**config.mk**
```make
export PLATFORM = sky130hd
export DESIGN_NAME = quad_dac_output_control
export DESIGN_NICKNAME = d
export VERILOG_FILES = /design/src/core/dac_ctrl_pkg.sv /design/src/core/quad_dac_output_control.sv
export SDC_FILE = /design/constraint.sdc
export NUM_CORES = 2
export LEC_CHECK = 0
export BUFFER_PORTS_ARGS = -buffer_cell sky130_fd_sc_hd__clkbuf_2
export CORE_UTILIZATION = 45
export CTS_CLUSTER_SIZE = 40
export DETAILED_ROUTE_END_ITERATION = 16
export PLACE_DENSITY = 0.59
export SETUP_SLACK_MARGIN = 0.15
export SLEW_MARGIN = 40
export SYNTH_ARGS = -nofsm -noshare
export SYNTH_HDL_FRONTEND = slang
export SYNTH_HIERARCHICAL = 1
export SYNTH_SLANG_ARGS = --single-unit
```
**constraint.sdc**
```tcl
create_clock -name clk_in -period 30.1 [get_ports clk_in]
set_input_delay 1.505 -clock clk_in [delete_from_list [all_inputs] [get_ports clk_in]]
set_output_delay 1.505 -clock clk_in [all_outputs]
set_load 0.01 [all_outputs]
```
**src/core/dac_ctrl_pkg.sv**
```systemverilog
// Constants for the quad converter output control block
package dac_ctrl_pkg;
  localparam int CORES = 4;
  localparam int CODE_W = 16;
  localparam int FIFO_DEPTH = 32;
  localparam int ADDR_W = 12;
  // Register addresses
  localparam logic [11:0] A_IFACE = 12'h000;
  localparam logic [11:0] A_POWER = 12'h011;
  localparam logic [11:0] A_GAIN0 = 12'h040;
  localparam logic [11:0] A_GAIN1 = 12'h041;
  localparam logic [11:0] A_GAIN2 = 12'h042;
  localparam logic [11:0] A_GAIN3 = 12'h043;
  localparam logic [11:0] A_MODE = 12'h04a;
  localparam logic [11:0] A_CLKPWR = 12'h080;
  localparam logic [11:0] A_TRX = 12'h081;
  localparam logic [11:0] A_DPA = 12'h12d;
  localparam logic [11:0] A_TEMP_EN = 12'h12f;
  localparam logic [11:0] A_TEMP_LO = 12'h132;
  localparam logic [11:0] A_TEMP_HI = 12'h133;
  localparam logic [11:0] A_CAPTURE = 12'h134;
  localparam logic [11:0] A_DPB = 12'h146;
  localparam logic [11:0] A_LINK = 12'h333;
  // Reset values
  localparam logic [7:0] RST_IFACE = 8'h00;
  localparam logic [7:0] RST_POWER = 8'hff;
  localparam logic [7:0] RST_GAIN = 8'h00;
  localparam logic [7:0] RST_MODE = 8'h00;
  localparam logic [7:0] RST_CLKPWR = 8'h80;
  localparam logic [7:0] RST_TRX = 8'h01;
  localparam logic [7:0] RST_ZERO = 8'h00;
  // Field positions
  localparam int B_SOFT_HI = 7;
  localparam int B_SOFT_LO = 0;
  localparam int B_4WIRE_HI = 4;
  localparam int B_4WIRE_LO = 3;
  localparam int B_PD_REF = 7;
  localparam int B_PD_CORE0 = 3;
  localparam int B_PD_MASTER = 2;
  localparam int B_CLK_PD = 7;
  localparam int B_DCC = 2;
  localparam int B_TRX_PD = 0;
  localparam int B_TRX_HYST = 1;
  localparam int B_MIX = 0;
  localparam int B_TEMP_EN = 0;
  localparam int B_CAPTURE = 0;
  localparam logic [7:0] CLK_OTHER_MASK = 8'h7b;
  // Serial port framing
  localparam logic [4:0] INSTR_LAST = 5'h0f;
  localparam logic [4:0] DATA_FIRST = 5'h10;
  localparam logic [4:0] DATA_LAST = 5'h17;
  typedef enum logic [1:0] {
    PH_IDLE = 2'b00,
    PH_INSTR = 2'b01,
    PH_DATA = 2'b10
  } spi_phase_t;
endpackage

```
**src/core/quad_dac_output_control.sv**
```systemverilog
// Output control, register port and sample path of the quad converter
`timescale 1ns/100ps

module sample_fifo #(
  parameter int WIDTH = 64,
  parameter int DEPTH = 32
) (
  // Clock and reset
  input wire logic clk_in,
  input wire logic rst_in,
  input wire logic flush_in,
  // Fill side
  input wire logic [WIDTH-1:0] in_data_in,
  input wire logic in_valid_in,
  output logic in_ready_out,
  // Drain side
  output logic [WIDTH-1:0] out_data_out,
  output logic out_valid_out,
  input wire logic out_ready_in
);
  localparam int AW = $clog2(DEPTH);
  logic [WIDTH-1:0] mem [DEPTH];
  logic [AW-1:0] wr_ptr;
  logic [AW-1:0] rd_ptr;
  logic [AW:0] count;
  logic [AW:0] next_count;
  logic push;
  logic pop;
  assign push = in_valid_in && in_ready_out;
  assign pop = out_valid_out && out_ready_in;
  assign out_data_out = mem[rd_ptr];
  always_comb begin
    next_count = count + (AW+1)'(push) - (AW+1)'(pop);
  end
  always_ff @(posedge clk_in) begin
    if (push) begin
      mem[wr_ptr] <= in_data_in;
    end
  end
  always_ff @(posedge clk_in or posedge rst_in) begin
    if (rst_in) begin
      wr_ptr <= '0;
      rd_ptr <= '0;
      count <= '0;
      in_ready_out <= 1'b0;
      out_valid_out <= 1'b0;
    end else if (flush_in) begin
      wr_ptr <= '0;
      rd_ptr <= '0;
      count <= '0;
      in_ready_out <= 1'b0;
      out_valid_out <= 1'b0;
    end else begin
      wr_ptr <= wr_ptr + AW'(push);
      rd_ptr <= rd_ptr + AW'(pop);
      count <= next_count;
      in_ready_out <= next_count != (AW+1)'(DEPTH);
      out_valid_out <= next_count != '0;
    end
  end
endmodule

// Operation
// Output mode comes from bit 0 of the mode register; normal after reset.
// Mode bit 0 means normal mode, 1 means mix mode.
// Normal mode presents each sample unchanged in both half cycles.
// Mix mode presents the sample first, then its inverse, same cycle.
// Each of four cores takes a continuous stream of unsigned 16-bit codes.
// All ones gives full positive current; negative output carries the complement.
// Cores 0 and 2 are in-phase, cores 1 and 3 quadrature.
// Four gain registers hold pair gains and drive output current scaling.
// Host enables the temperature sensor before trusting readback.
// Capture write latches a fresh temperature code into two readback registers.
// Writing 0xbd enters soft reset; 0x3c releases it, four-wire port.
// Zero in power control enables reference, all channels and master.
// Writing 0x04 to clock power powers all clocks with duty correction.
// Zero in timing receiver control powers it up, hysteresis off.
// Host writes mandatory datapath and link configuration values at start-up.
// Host starts interface, power, clocks, datapath, transport, phy, link, checks.
// Host uses quick link bring-up only for fast start or debug.
module quad_dac_output_control (
  // Clock and reset
  input wire logic clk_in,
  input wire logic rst_in,
  // Serial configuration port
  input wire logic spi_cs_n_in,
  input wire logic spi_clk_in,
  input wire logic spi_sdi_in,
  output logic spi_sdo_out,
  output logic spi_sdo_oe_n_out,
  // Sample stream, core 0 in the low bits
  input wire logic [63:0] core_input_code_in,
  input wire logic sample_valid_in,
  output logic sample_ready_out,
  // Die temperature sensor
  input wire logic [15:0] temp_sensor_in,
  output logic temp_sensor_enable_out,
  // Core half-cycle codes, gains and mode
  output logic [63:0] rise_code_out,
  output logic [63:0] fall_code_out,
  output logic [63:0] rise_comp_out,
  output logic [63:0] fall_comp_out,
  output logic [31:0] core_gain_out,
  output logic mix_mode_out,
  // Power and clock controls
  output logic soft_reset_out,
  output logic reference_enable_out,
  output logic master_enable_out,
  output logic [3:0] core_enable_out,
  output logic clocks_enable_out,
  output logic duty_correction_out,
  output logic timing_rx_enable_out,
  output logic timing_rx_hysteresis_out
);
  logic [7:0] iface_cfg;
  logic [7:0] power_ctl;
  logic [7:0] gain_word [4];
  logic [7:0] mode_sel;
  logic [7:0] clk_pwr;
  logic [7:0] trx_ctl;
  logic [7:0] dp_cfg_a;
  logic [7:0] dp_cfg_b;
  logic [7:0] link_cfg;
  logic [7:0] temp_en;
  logic [15:0] temp_code;
  logic soft_rst;
  logic four_wire;
  logic running;
  // Serial port state
  dac_ctrl_pkg::spi_phase_t phase;
  logic sclk_q;
  logic [4:0] bit_cnt;
  logic [14:0] instr_sr;
  logic [6:0] wdata_sr;
  logic [7:0] rdata_sr;
  logic rd_mode;
  logic [11:0] cur_addr;
  logic wr_stb;
  logic [11:0] wr_addr;
  logic [7:0] wr_data;
  logic sclk_rise;
  logic sclk_fall;
  logic [15:0] full_instr;
  logic [63:0] fifo_data;
  logic fifo_valid;

  assign soft_rst = iface_cfg[dac_ctrl_pkg::B_SOFT_HI] && iface_cfg[dac_ctrl_pkg::B_SOFT_LO];
  assign four_wire = iface_cfg[dac_ctrl_pkg::B_4WIRE_HI] && iface_cfg[dac_ctrl_pkg::B_4WIRE_LO];
  assign sclk_rise = !spi_cs_n_in && spi_clk_in && !sclk_q;
  assign sclk_fall = !spi_cs_n_in && !spi_clk_in && sclk_q;
  assign full_instr = {instr_sr, spi_sdi_in};

  function automatic logic [7:0] read_reg(input logic [11:0] a);
    logic [7:0] v;
    v = 8'h00;
    unique case (a)
      dac_ctrl_pkg::A_IFACE: v = iface_cfg;
      dac_ctrl_pkg::A_POWER: v = power_ctl;
      dac_ctrl_pkg::A_GAIN0: v = gain_word[0];
      dac_ctrl_pkg::A_GAIN1: v = gain_word[1];
      dac_ctrl_pkg::A_GAIN2: v = gain_word[2];
      dac_ctrl_pkg::A_GAIN3: v = gain_word[3];
      dac_ctrl_pkg::A_MODE: v = mode_sel;
      dac_ctrl_pkg::A_CLKPWR: v = clk_pwr;
      dac_ctrl_pkg::A_TRX: v = trx_ctl;
      dac_ctrl_pkg::A_DPA: v = dp_cfg_a;
      dac_ctrl_pkg::A_TEMP_EN: v = temp_en;
      dac_ctrl_pkg::A_TEMP_LO: v = temp_code[7:0];
      dac_ctrl_pkg::A_TEMP_HI: v = temp_code[15:8];
      dac_ctrl_pkg::A_DPB: v = dp_cfg_b;
      dac_ctrl_pkg::A_LINK: v = link_cfg;
      default: v = 8'h00;
    endcase
    return v;
  endfunction

  // Serial clock edge history
  always_ff @(posedge clk_in or posedge rst_in) begin
    if (rst_in) begin
      sclk_q <= 1'b0;
    end else begin
      sclk_q <= spi_clk_in;
    end
  end

  // Frame decode: 16-bit instruction, then bytes with rising address
  always_ff @(posedge clk_in or posedge rst_in) begin
    if (rst_in) begin
      phase <= dac_ctrl_pkg::PH_IDLE;
      bit_cnt <= '0;
      instr_sr <= '0;
      wdata_sr <= '0;
      rd_mode <= 1'b0;
      cur_addr <= '0;
      wr_stb <= 1'b0;
      wr_addr <= '0;
      wr_data <= '0;
    end else begin
      wr_stb <= 1'b0;
      if (spi_cs_n_in) begin
        phase <= dac_ctrl_pkg::PH_IDLE;
        bit_cnt <= '0;
      end else if (sclk_rise) begin
        unique case (phase)
          dac_ctrl_pkg::PH_IDLE, dac_ctrl_pkg::PH_INSTR: begin
            instr_sr <= full_instr[14:0];
            bit_cnt <= bit_cnt + 5'h01;
            phase <= dac_ctrl_pkg::PH_INSTR;
            if (bit_cnt == dac_ctrl_pkg::INSTR_LAST) begin
              rd_mode <= full_instr[15];
              cur_addr <= full_instr[11:0];
              phase <= dac_ctrl_pkg::PH_DATA;
            end
          end
          dac_ctrl_pkg::PH_DATA: begin
            wdata_sr <= {wdata_sr[5:0], spi_sdi_in};
            bit_cnt <= bit_cnt + 5'h01;
            if (bit_cnt == dac_ctrl_pkg::DATA_LAST) begin
              bit_cnt <= dac_ctrl_pkg::DATA_FIRST;
              cur_addr <= cur_addr + 12'h001;
              wr_stb <= !rd_mode;
              wr_addr <= cur_addr;
              wr_data <= {wdata_sr, spi_sdi_in};
            end
          end
          default: phase <= dac_ctrl_pkg::PH_IDLE;
        endcase
      end
    end
  end

  // Readback shifter and data out, driven only in four-wire mode
  always_ff @(posedge clk_in or posedge rst_in) begin
    if (rst_in) begin
      rdata_sr <= '0;
      spi_sdo_out <= 1'b0;
      spi_sdo_oe_n_out <= 1'b1;
    end else begin
      if (sclk_rise && phase == dac_ctrl_pkg::PH_INSTR && bit_cnt == dac_ctrl_pkg::INSTR_LAST) begin
        rdata_sr <= read_reg(full_instr[11:0]);
      end else if (sclk_rise && phase == dac_ctrl_pkg::PH_DATA && bit_cnt == dac_ctrl_pkg::DATA_LAST) begin
        rdata_sr <= read_reg(cur_addr + 12'h001);
      end else if (sclk_fall && phase == dac_ctrl_pkg::PH_DATA && rd_mode) begin
        spi_sdo_out <= rdata_sr[7];
        rdata_sr <= {rdata_sr[6:0], 1'b0};
      end
      spi_sdo_oe_n_out <= !(four_wire && rd_mode && phase == dac_ctrl_pkg::PH_DATA && !spi_cs_n_in);
    end
  end

  // Interface configuration survives its own soft reset
  always_ff @(posedge clk_in or posedge rst_in) begin
    if (rst_in) begin
      iface_cfg <= dac_ctrl_pkg::RST_IFACE;
    end else if (wr_stb && wr_addr == dac_ctrl_pkg::A_IFACE) begin
      iface_cfg <= wr_data;
    end
  end

  // Control registers, held at defaults during soft reset
  always_ff @(posedge clk_in or posedge rst_in) begin
    if (rst_in) begin
      power_ctl <= dac_ctrl_pkg::RST_POWER;
      mode_sel <= dac_ctrl_pkg::RST_MODE;
      clk_pwr <= dac_ctrl_pkg::RST_CLKPWR;
      trx_ctl <= dac_ctrl_pkg::RST_TRX;
      dp_cfg_a <= dac_ctrl_pkg::RST_ZERO;
      dp_cfg_b <= dac_ctrl_pkg::RST_ZERO;
      link_cfg <= dac_ctrl_pkg::RST_ZERO;
      temp_en <= dac_ctrl_pkg::RST_ZERO;
    end else if (soft_rst) begin
      power_ctl <= dac_ctrl_pkg::RST_POWER;
      mode_sel <= dac_ctrl_pkg::RST_MODE;
      clk_pwr <= dac_ctrl_pkg::RST_CLKPWR;
      trx_ctl <= dac_ctrl_pkg::RST_TRX;
      dp_cfg_a <= dac_ctrl_pkg::RST_ZERO;
      dp_cfg_b <= dac_ctrl_pkg::RST_ZERO;
      link_cfg <= dac_ctrl_pkg::RST_ZERO;
      temp_en <= dac_ctrl_pkg::RST_ZERO;
    end else if (wr_stb) begin
      unique case (wr_addr)
        dac_ctrl_pkg::A_POWER: power_ctl <= wr_data;
        dac_ctrl_pkg::A_MODE: mode_sel <= wr_data;
        dac_ctrl_pkg::A_CLKPWR: clk_pwr <= wr_data;
        dac_ctrl_pkg::A_TRX: trx_ctl <= wr_data;
        dac_ctrl_pkg::A_DPA: dp_cfg_a <= wr_data;
        dac_ctrl_pkg::A_DPB: dp_cfg_b <= wr_data;
        dac_ctrl_pkg::A_LINK: link_cfg <= wr_data;
        dac_ctrl_pkg::A_TEMP_EN: temp_en <= wr_data;
        default: power_ctl <= power_ctl;
      endcase
    end
  end

  // Temperature capture; sensor must be enabled to refresh
  always_ff @(posedge clk_in or posedge rst_in) begin
    if (rst_in) begin
      temp_code <= '0;
    end else if (wr_stb && wr_addr == dac_ctrl_pkg::A_CAPTURE && wr_data[dac_ctrl_pkg::B_CAPTURE]
                 && temp_en[dac_ctrl_pkg::B_TEMP_EN] && !soft_rst) begin
      temp_code <= temp_sensor_in;
    end
  end

  // Decoded pin controls
  always_ff @(posedge clk_in or posedge rst_in) begin
    if (rst_in) begin
      soft_reset_out <= 1'b0;
      reference_enable_out <= 1'b0;
      master_enable_out <= 1'b0;
      core_enable_out <= '0;
      clocks_enable_out <= 1'b0;
      duty_correction_out <= 1'b0;
      timing_rx_enable_out <= 1'b0;
      timing_rx_hysteresis_out <= 1'b0;
      temp_sensor_enable_out <= 1'b0;
      mix_mode_out <= 1'b0;
    end else begin
      soft_reset_out <= soft_rst;
      reference_enable_out <= !power_ctl[dac_ctrl_pkg::B_PD_REF];
      master_enable_out <= !power_ctl[dac_ctrl_pkg::B_PD_MASTER];
      core_enable_out <= ~power_ctl[dac_ctrl_pkg::B_PD_CORE0 +: 4];
      clocks_enable_out <= !clk_pwr[dac_ctrl_pkg::B_CLK_PD]
                           && (clk_pwr & dac_ctrl_pkg::CLK_OTHER_MASK) == 8'h00;
      duty_correction_out <= clk_pwr[dac_ctrl_pkg::B_DCC];
      timing_rx_enable_out <= !trx_ctl[dac_ctrl_pkg::B_TRX_PD];
      timing_rx_hysteresis_out <= trx_ctl[dac_ctrl_pkg::B_TRX_HYST];
      temp_sensor_enable_out <= temp_en[dac_ctrl_pkg::B_TEMP_EN];
      mix_mode_out <= mode_sel[dac_ctrl_pkg::B_MIX];
    end
  end

  // Stream drains only with master and clocks up
  assign running = !soft_rst && !power_ctl[dac_ctrl_pkg::B_PD_MASTER]
                   && !clk_pwr[dac_ctrl_pkg::B_CLK_PD]
                   && ((clk_pwr & dac_ctrl_pkg::CLK_OTHER_MASK) == 8'h00);

  sample_fifo #(
    .WIDTH(dac_ctrl_pkg::CORES * dac_ctrl_pkg::CODE_W),
    .DEPTH(dac_ctrl_pkg::FIFO_DEPTH)
  ) sample_fifo_inst (
    .clk_in(clk_in),
    .rst_in(rst_in),
    .flush_in(soft_rst),
    .in_data_in(core_input_code_in),
    .in_valid_in(sample_valid_in),
    .in_ready_out(sample_ready_out),
    .out_data_out(fifo_data),
    .out_valid_out(fifo_valid),
    .out_ready_in(running)
  );

  // Per-core half-cycle codes and gains; even cores in-phase, odd quadrature
  for (genvar i = 0; i < dac_ctrl_pkg::CORES; i++) begin : g_core
    logic [15:0] code;
    assign code = power_ctl[dac_ctrl_pkg::B_PD_CORE0 + i] ? 16'h0000 : fifo_data[16*i +: 16];
    always_ff @(posedge clk_in or posedge rst_in) begin
      if (rst_in) begin
        rise_code_out[16*i +: 16] <= 16'h0000;
        fall_code_out[16*i +: 16] <= 16'h0000;
        rise_comp_out[16*i +: 16] <= 16'hffff;
        fall_comp_out[16*i +: 16] <= 16'hffff;
      end else if (running && fifo_valid) begin
        rise_code_out[16*i +: 16] <= code;
        rise_comp_out[16*i +: 16] <= ~code;
        if (mode_sel[dac_ctrl_pkg::B_MIX]) begin
          fall_code_out[16*i +: 16] <= ~code;
          fall_comp_out[16*i +: 16] <= code;
        end else begin
          fall_code_out[16*i +: 16] <= code;
          fall_comp_out[16*i +: 16] <= ~code;
        end
      end
    end
    always_ff @(posedge clk_in or posedge rst_in) begin
      if (rst_in) begin
        core_gain_out[8*i +: 8] <= dac_ctrl_pkg::RST_GAIN;
      end else begin
        core_gain_out[8*i +: 8] <= gain_word[i];
      end
    end
    always_ff @(posedge clk_in or posedge rst_in) begin
      if (rst_in) begin
        gain_word[i] <= dac_ctrl_pkg::RST_GAIN;
      end else if (soft_rst) begin
        gain_word[i] <= dac_ctrl_pkg::RST_GAIN;
      end else if (wr_stb && wr_addr == dac_ctrl_pkg::A_GAIN0 + 12'(i)) begin
        gain_word[i] <= wr_data;
      end
    end
  end
endmodule

```
* Word level (Yosys, flattened, before mapping) *
Memory sizes are Yosys's and may differ from the RTL's.
Cells that the tools add are included.

word-level totals
  register bits = 513
  bits in writable memories = 2048
  input port bits = 86
  output and inout port bits = 304
  word-level logic and storage cells = 277
  memories kept = 1

memory list
  name                  words  width  rd ports  clocked after Yosys merged registers in  wr ports  RTL line                       text
  sample_fifo_inst.mem  32     64     1         0                                        1         quad_dac_output_control.sv:22  logic [WIDTH-1:0] mem [DEPTH];

cells by class
  add/subtract/negate cells = 6
  equal/unequal tests = 49
  multiplexer cells = 71
  bitwise logic cells = 8
  reduce and logical (&&, ||, !) cells = 80

operators with widths
  cell                     count
  $mux W8                  35
  $pmux W8 S15             2
  $mux W16                 12
  $eq A12 B7 Y1 const B    15
  $eq A12 B9 Y1 const B    14
  $eq A12 B8 Y1 const B    6
  $not A16 Y16             4
  $eq A12 B10 Y1 const B   3
  $eq A12 B5 Y1 const B    3
  $logic_not A12 Y1        3
  $logic_and A1 B1 Y1      30
  $reduce_bool A2 Y1       15
  $mux W5                  5
  $mux W12                 2
  $pmux W12 S2             1
  $reduce_and A2 Y1        10
  $add A12 B1 Y12 const B  1
  $add A5 B1 Y5            2
  $logic_not A1 Y1         10
  $pmux W5 S2              1
  $reduce_and A3 Y1        3
  $logic_not A8 Y1         1
  $mux W1                  8
  $reduce_and A4 Y1        2
  19 further kinds         26

* Depth between registers and ports, before layout *
  depth after elaboration = 9
  mapped depth = 13
  mapped depth without buffers = 13

* Hierarchy *
Netlist, hierarchy kept.

by module, submodules not included
  module                   instances  cells each  area an instance (sq um)  seq. area each (sq um)
  sample_fifo              1          3817        78785.6                   61949.4
  quad_dac_output_control  1          2171        22635.5                   12560.8

* Worst setup path after synthesis *
No wires, ideal clock.

  kind = input port to flip-flop
  start point = input sample_valid_in
  end point = memory sample_fifo_inst.mem[12][0] (enable)
  setup time = 0.487 ns
  arrival time = 4.782 ns
  data required time = 29.613 ns
  setup slack = 24.832 ns
  cell stages on the path = 4
  buffers on the path = 1
  path through = nand2_1 or3_1 clkbuf_1 nor2_1

on the way
  cells in the longest elaborated chain, start to end = 3

ends and longest elaborated chain
  item                           RTL line                       text
  start: declaration             quad_dac_output_control.sv:93  input wire logic sample_valid_in,
  $logic_and A1 B1 Y1            quad_dac_output_control.sv:29  assign push = in_valid_in && in_ready_out;
  $mux W1                        quad_dac_output_control.sv:36  if (push) begin
  $mux W1 (not written as such)  quad_dac_output_control.sv:37  mem[wr_ptr] <= in_data_in;
  end: declaration               quad_dac_output_control.sv:22

No other way between the ends.

* Final worst setup path *
  start point = register sample_fifo_inst.rd_ptr[2]
  end point = register fall_code_out[20]

on the way
  cells in the longest elaborated chain, start to end = 4

ends and longest elaborated chain
  item                            RTL line                        text
  start: declaration              quad_dac_output_control.sv:24   logic [AW-1:0] rd_ptr;
  start signal: assignment        quad_dac_output_control.sv:55   rd_ptr <= rd_ptr + AW'(pop);
  $mem_v2 Z32 W64 *               n/a
  named net fifo_data[20]         quad_dac_output_control.sv:144  logic [63:0] fifo_data;
  $mux W16 *                      quad_dac_output_control.sv:356  assign code = power_ctl[dac_ctrl_pkg::B_PD_CORE0 + i] ? 16'h0000 : fifo_data[16*i +: 16];
  $not A16 Y16                    quad_dac_output_control.sv:367  fall_code_out[16*i +: 16] <= ~code;
  $mux W16 *                      quad_dac_output_control.sv:366  if (mode_sel[dac_ctrl_pkg::B_MIX]) begin
  end signal: indexed assignment  quad_dac_output_control.sv:367
  end signal: indexed assignment  quad_dac_output_control.sv:370  fall_code_out[16*i +: 16] <= code;
  end: declaration                quad_dac_output_control.sv:100  output logic [63:0] fall_code_out,

Mark *: on every way through the listed nets, which the timed path passes. The rest lies on a longest branch.
A chain may end at the register's enable or synchronous reset.

==> out/qor.yml <==
status:
  run_status: "finished clean"
timing:
  worstMarginPinSlew_ps: 920
  drv_slew: 0
  rsz0062_at_grt: "false"
  finalSetupTns_ps: 0
  finalHoldViolCount: 0
  slew-limit-headroom: 0.387
  fin_crit_sh: 0.159
  setup_violations: 0
  timing.fmax_mhz: 209
  min_period_ps: 4780
  fin_hold_ws_ps: 457
  finClkSkew_ps: 52.7
drt:
  firstDrtPassIters: 6
  wl_per_cell_um: 30.9
  drt_iter0_markers: 5944
  ant_nets: 0
  drc_errors: 0
  vias: 57700
  wl_um: 297000
  vias_per_cell: 6.01
logic_synthesis:
  yosysTopAreaCell: "edfxtp_1"
  synthFlopType: "edfxtp_1"
  synth_compound_area_frac: 0.0546
  yosysUniqueCellTypes: 96
  syn_area_um2: 101000
  synth_edf_count: 2048
  synth_top_family_by_area: "multiplexers"
  muxShareOfSynthArea: 0.125
  synth.area.top_cells: "edfxtp_1, dfrtp_1, mux2i_1, mux4_2, dfstp_2"
  netlist.area_leader.share: 0.606
  synth-simple-area-share: 0.0576
  synth-xor-area-share: 0.00691
  synth_warnings: 6
  ys_seq_area_frac: 0.735
  ys_ff_latch: 2561
  syn_area_per_cell_um2: 16.9
  syn_nets: 6092
  syn_inst: 5988
  synth-adder-area-share: 0.00229
  synthArstFlopShare: 0.200
global_route:
  grt_use_total: 0.258
  grt_max_degree: 105
  grt_use_met2: 0.401
  antenna_found_initial: 41
  overflow: 0
  grt_use_met1: 0.370
  grt-busiest-layer: "met2"
  grt_util_met3: 0.0529
  grt_first_pass_wirelength_um: 422000
  grt_pass1_vias: 56400
cells_and_area:
  multiInputGateArea_um2: 25400
  area_growth_pct: 14.2
  final_common_cell: "edfxtp_1"
  post_route_cells_drive_above_1_share: 0.221
  fillers: 18000
  regArea_um2: 74500
  final_cell_mix: "edfxtp_1, mux2i_1, nand2_1"
  final_nets: 6551
  layout.cells.non_filler: 9611
  finalInstanceArea_um2: 116000
clocking:
  cts_tree: "built"
  cts_inserted_buffers: 277
  clock_sinks: 2561
  clk_latency_ps: 940
  cts_resized: 0
  cts_hold_buf: 0
  cts-root-buf: "clkbuf_16"
  postCtsSetupRepairBufs: 0
  clock_path_buffers: 4
  clk_pin_slew_worst_paths_ps: 60
  h-tree-depth: 5
power:
  power.density_nw_per_um2: 97.6
  totalPowerFinal_mw: 11.3
  power.leakage_nw: 42.0
  vdd_drop_max_mv: 0.0733
critical_path:
  max_stage_delay_ps: 840
  crit_chain: "nor2b_4 > buf_4 > buf_4 > a22oi_1 > nand3_1 > nand4_1 > nor2b_1 > xnor2_1 > nand2_1 > o21a_1"
  path_max_fanout: 36
  crit_type: "reg2reg"
  path_common_cell: "buf_4"
  crit_slowest_cell: "dfrtp_4"
  cp.required_ps: 30920
  cp-start-kind: "flop"
  worstPathArrival_ps: 5600
  cp-end-kind: "flop"
place:
  gp_congestion: 0.966
  numPortBuffers: 389
  hpwl_um: 171000
  place_area_um2: 107000
  dp_cells: 9140
die:
  rows: 173
  dieWidth_um: 477
  boundaryPins: 390
  placeableCoreArea_um2: 223000
  die_height_um: 477
  dieArea_um2: 227000
  initial_utilization: 0.454
worst_hold_path:
  hp-class: "reg2reg"
flow_run:
  drv_cap: 0
## cell usage after synthesis (58+ instances only)
cell      number
a21oi_1      109
a22oi_1      344
buf_2         62
buf_4         58
clkbuf_1     191
dfrtp_1      374
dfstp_2      139
edfxtp_1    2048
mux2_2        59
mux2i_1      621
mux4_2       257
nand2_1      554
nand3_1      169
nand4_1       77
nor2_1       213
nor2b_1       79
o21a_1       116
xnor2_1       73
## logic make-up (layout without fill, tap and decap cells)
logic type	Yosys count	after routing
adder cells (fa/ha/maj)	18	18
AND/OR/NAND/NOR	1244	1244
other	0	4
AO/OA/AOI/OAI	755	755
XOR/XNOR	80	80
multiplexers	937	937
buffers and inverters	393	1037
flip-flops	2561	2561
## sequential cells by signal, summed over array words and instances (netlist names), 12 cells and up
signal,count
sample_fifo_inst/mem,2048
fall_code_out,64
fall_comp_out,64
rise_code_out,64
rise_comp_out,64
core_gain_out,32
gain_word,32
temp_code,16
instr_sr,15
cur_addr,12
wr_addr,12
## path summary, 6_finish.rpt
check,start,to,slack [ps],depth (start not counted)
setup / recovery,sample_fifo_inst/rd_ptr[2],fall_code_out[20],25320,10
hold / removal,fall_comp_out[26],fall_comp_out[26],460,2
setup reg to reg,sample_fifo_inst/rd_ptr[2],fall_code_out[20],25320,10
hold reg to reg,fall_comp_out[26],fall_comp_out[26],460,2
max in group asynchronous,rst_in,fall_code_out[32],27370,4
min in group asynchronous,rst_in,wr_addr[0],820,2
## through the flow
stage / setup slack [ps] / utilization
after floorplan: 15010 / -
after global routing: 25270 / 0.519
final: 25320 / 0.519
after detailed placement: 24860 / 0.481
after global placement: 24410 / 0.478
after CTS: 25340 / 0.519
## power breakdown
group	internal (mW)	switching [mW]
registers	4.33	0.225
logic	1.30	2.22
clock network	1.89	1.34
total	7.52	3.79
## critical path, delay by kind of cell (launching register included)
| kind | cells | cell delay (ps) |
|---|---|---|
| buf+inv | 2 | 1080 |
| compound gates | 2 | 340 |
| flops | 1 | 840 |
| xor+xnor | 1 | 510 |
| simple gates | 5 | 1870 |
## routing by layer
metal / vias to the layer above / part of all wire
li1: 24300 / -
met1: 30500 / 0.43
met2: 2450 / 0.46
met3: 502 / 0.082
met4: 24 / 0.028
met5: - / 0.00052
## layout make-up
type / count / area share
Inverter: 35 / 0.00121
Clock inverter: 95 / 0.00663
Clock buffer: 369 / 0.0664
Timing Repair Buffer: 538 / 0.0306
Tap cell: 2975 / 0.0321
Sequential cell: 2561 / 0.643
Antenna cell: 4 / 0.0000864
Multi-Input combinational cell: 3034 / 0.220
(Power assumes the default switching activity.)
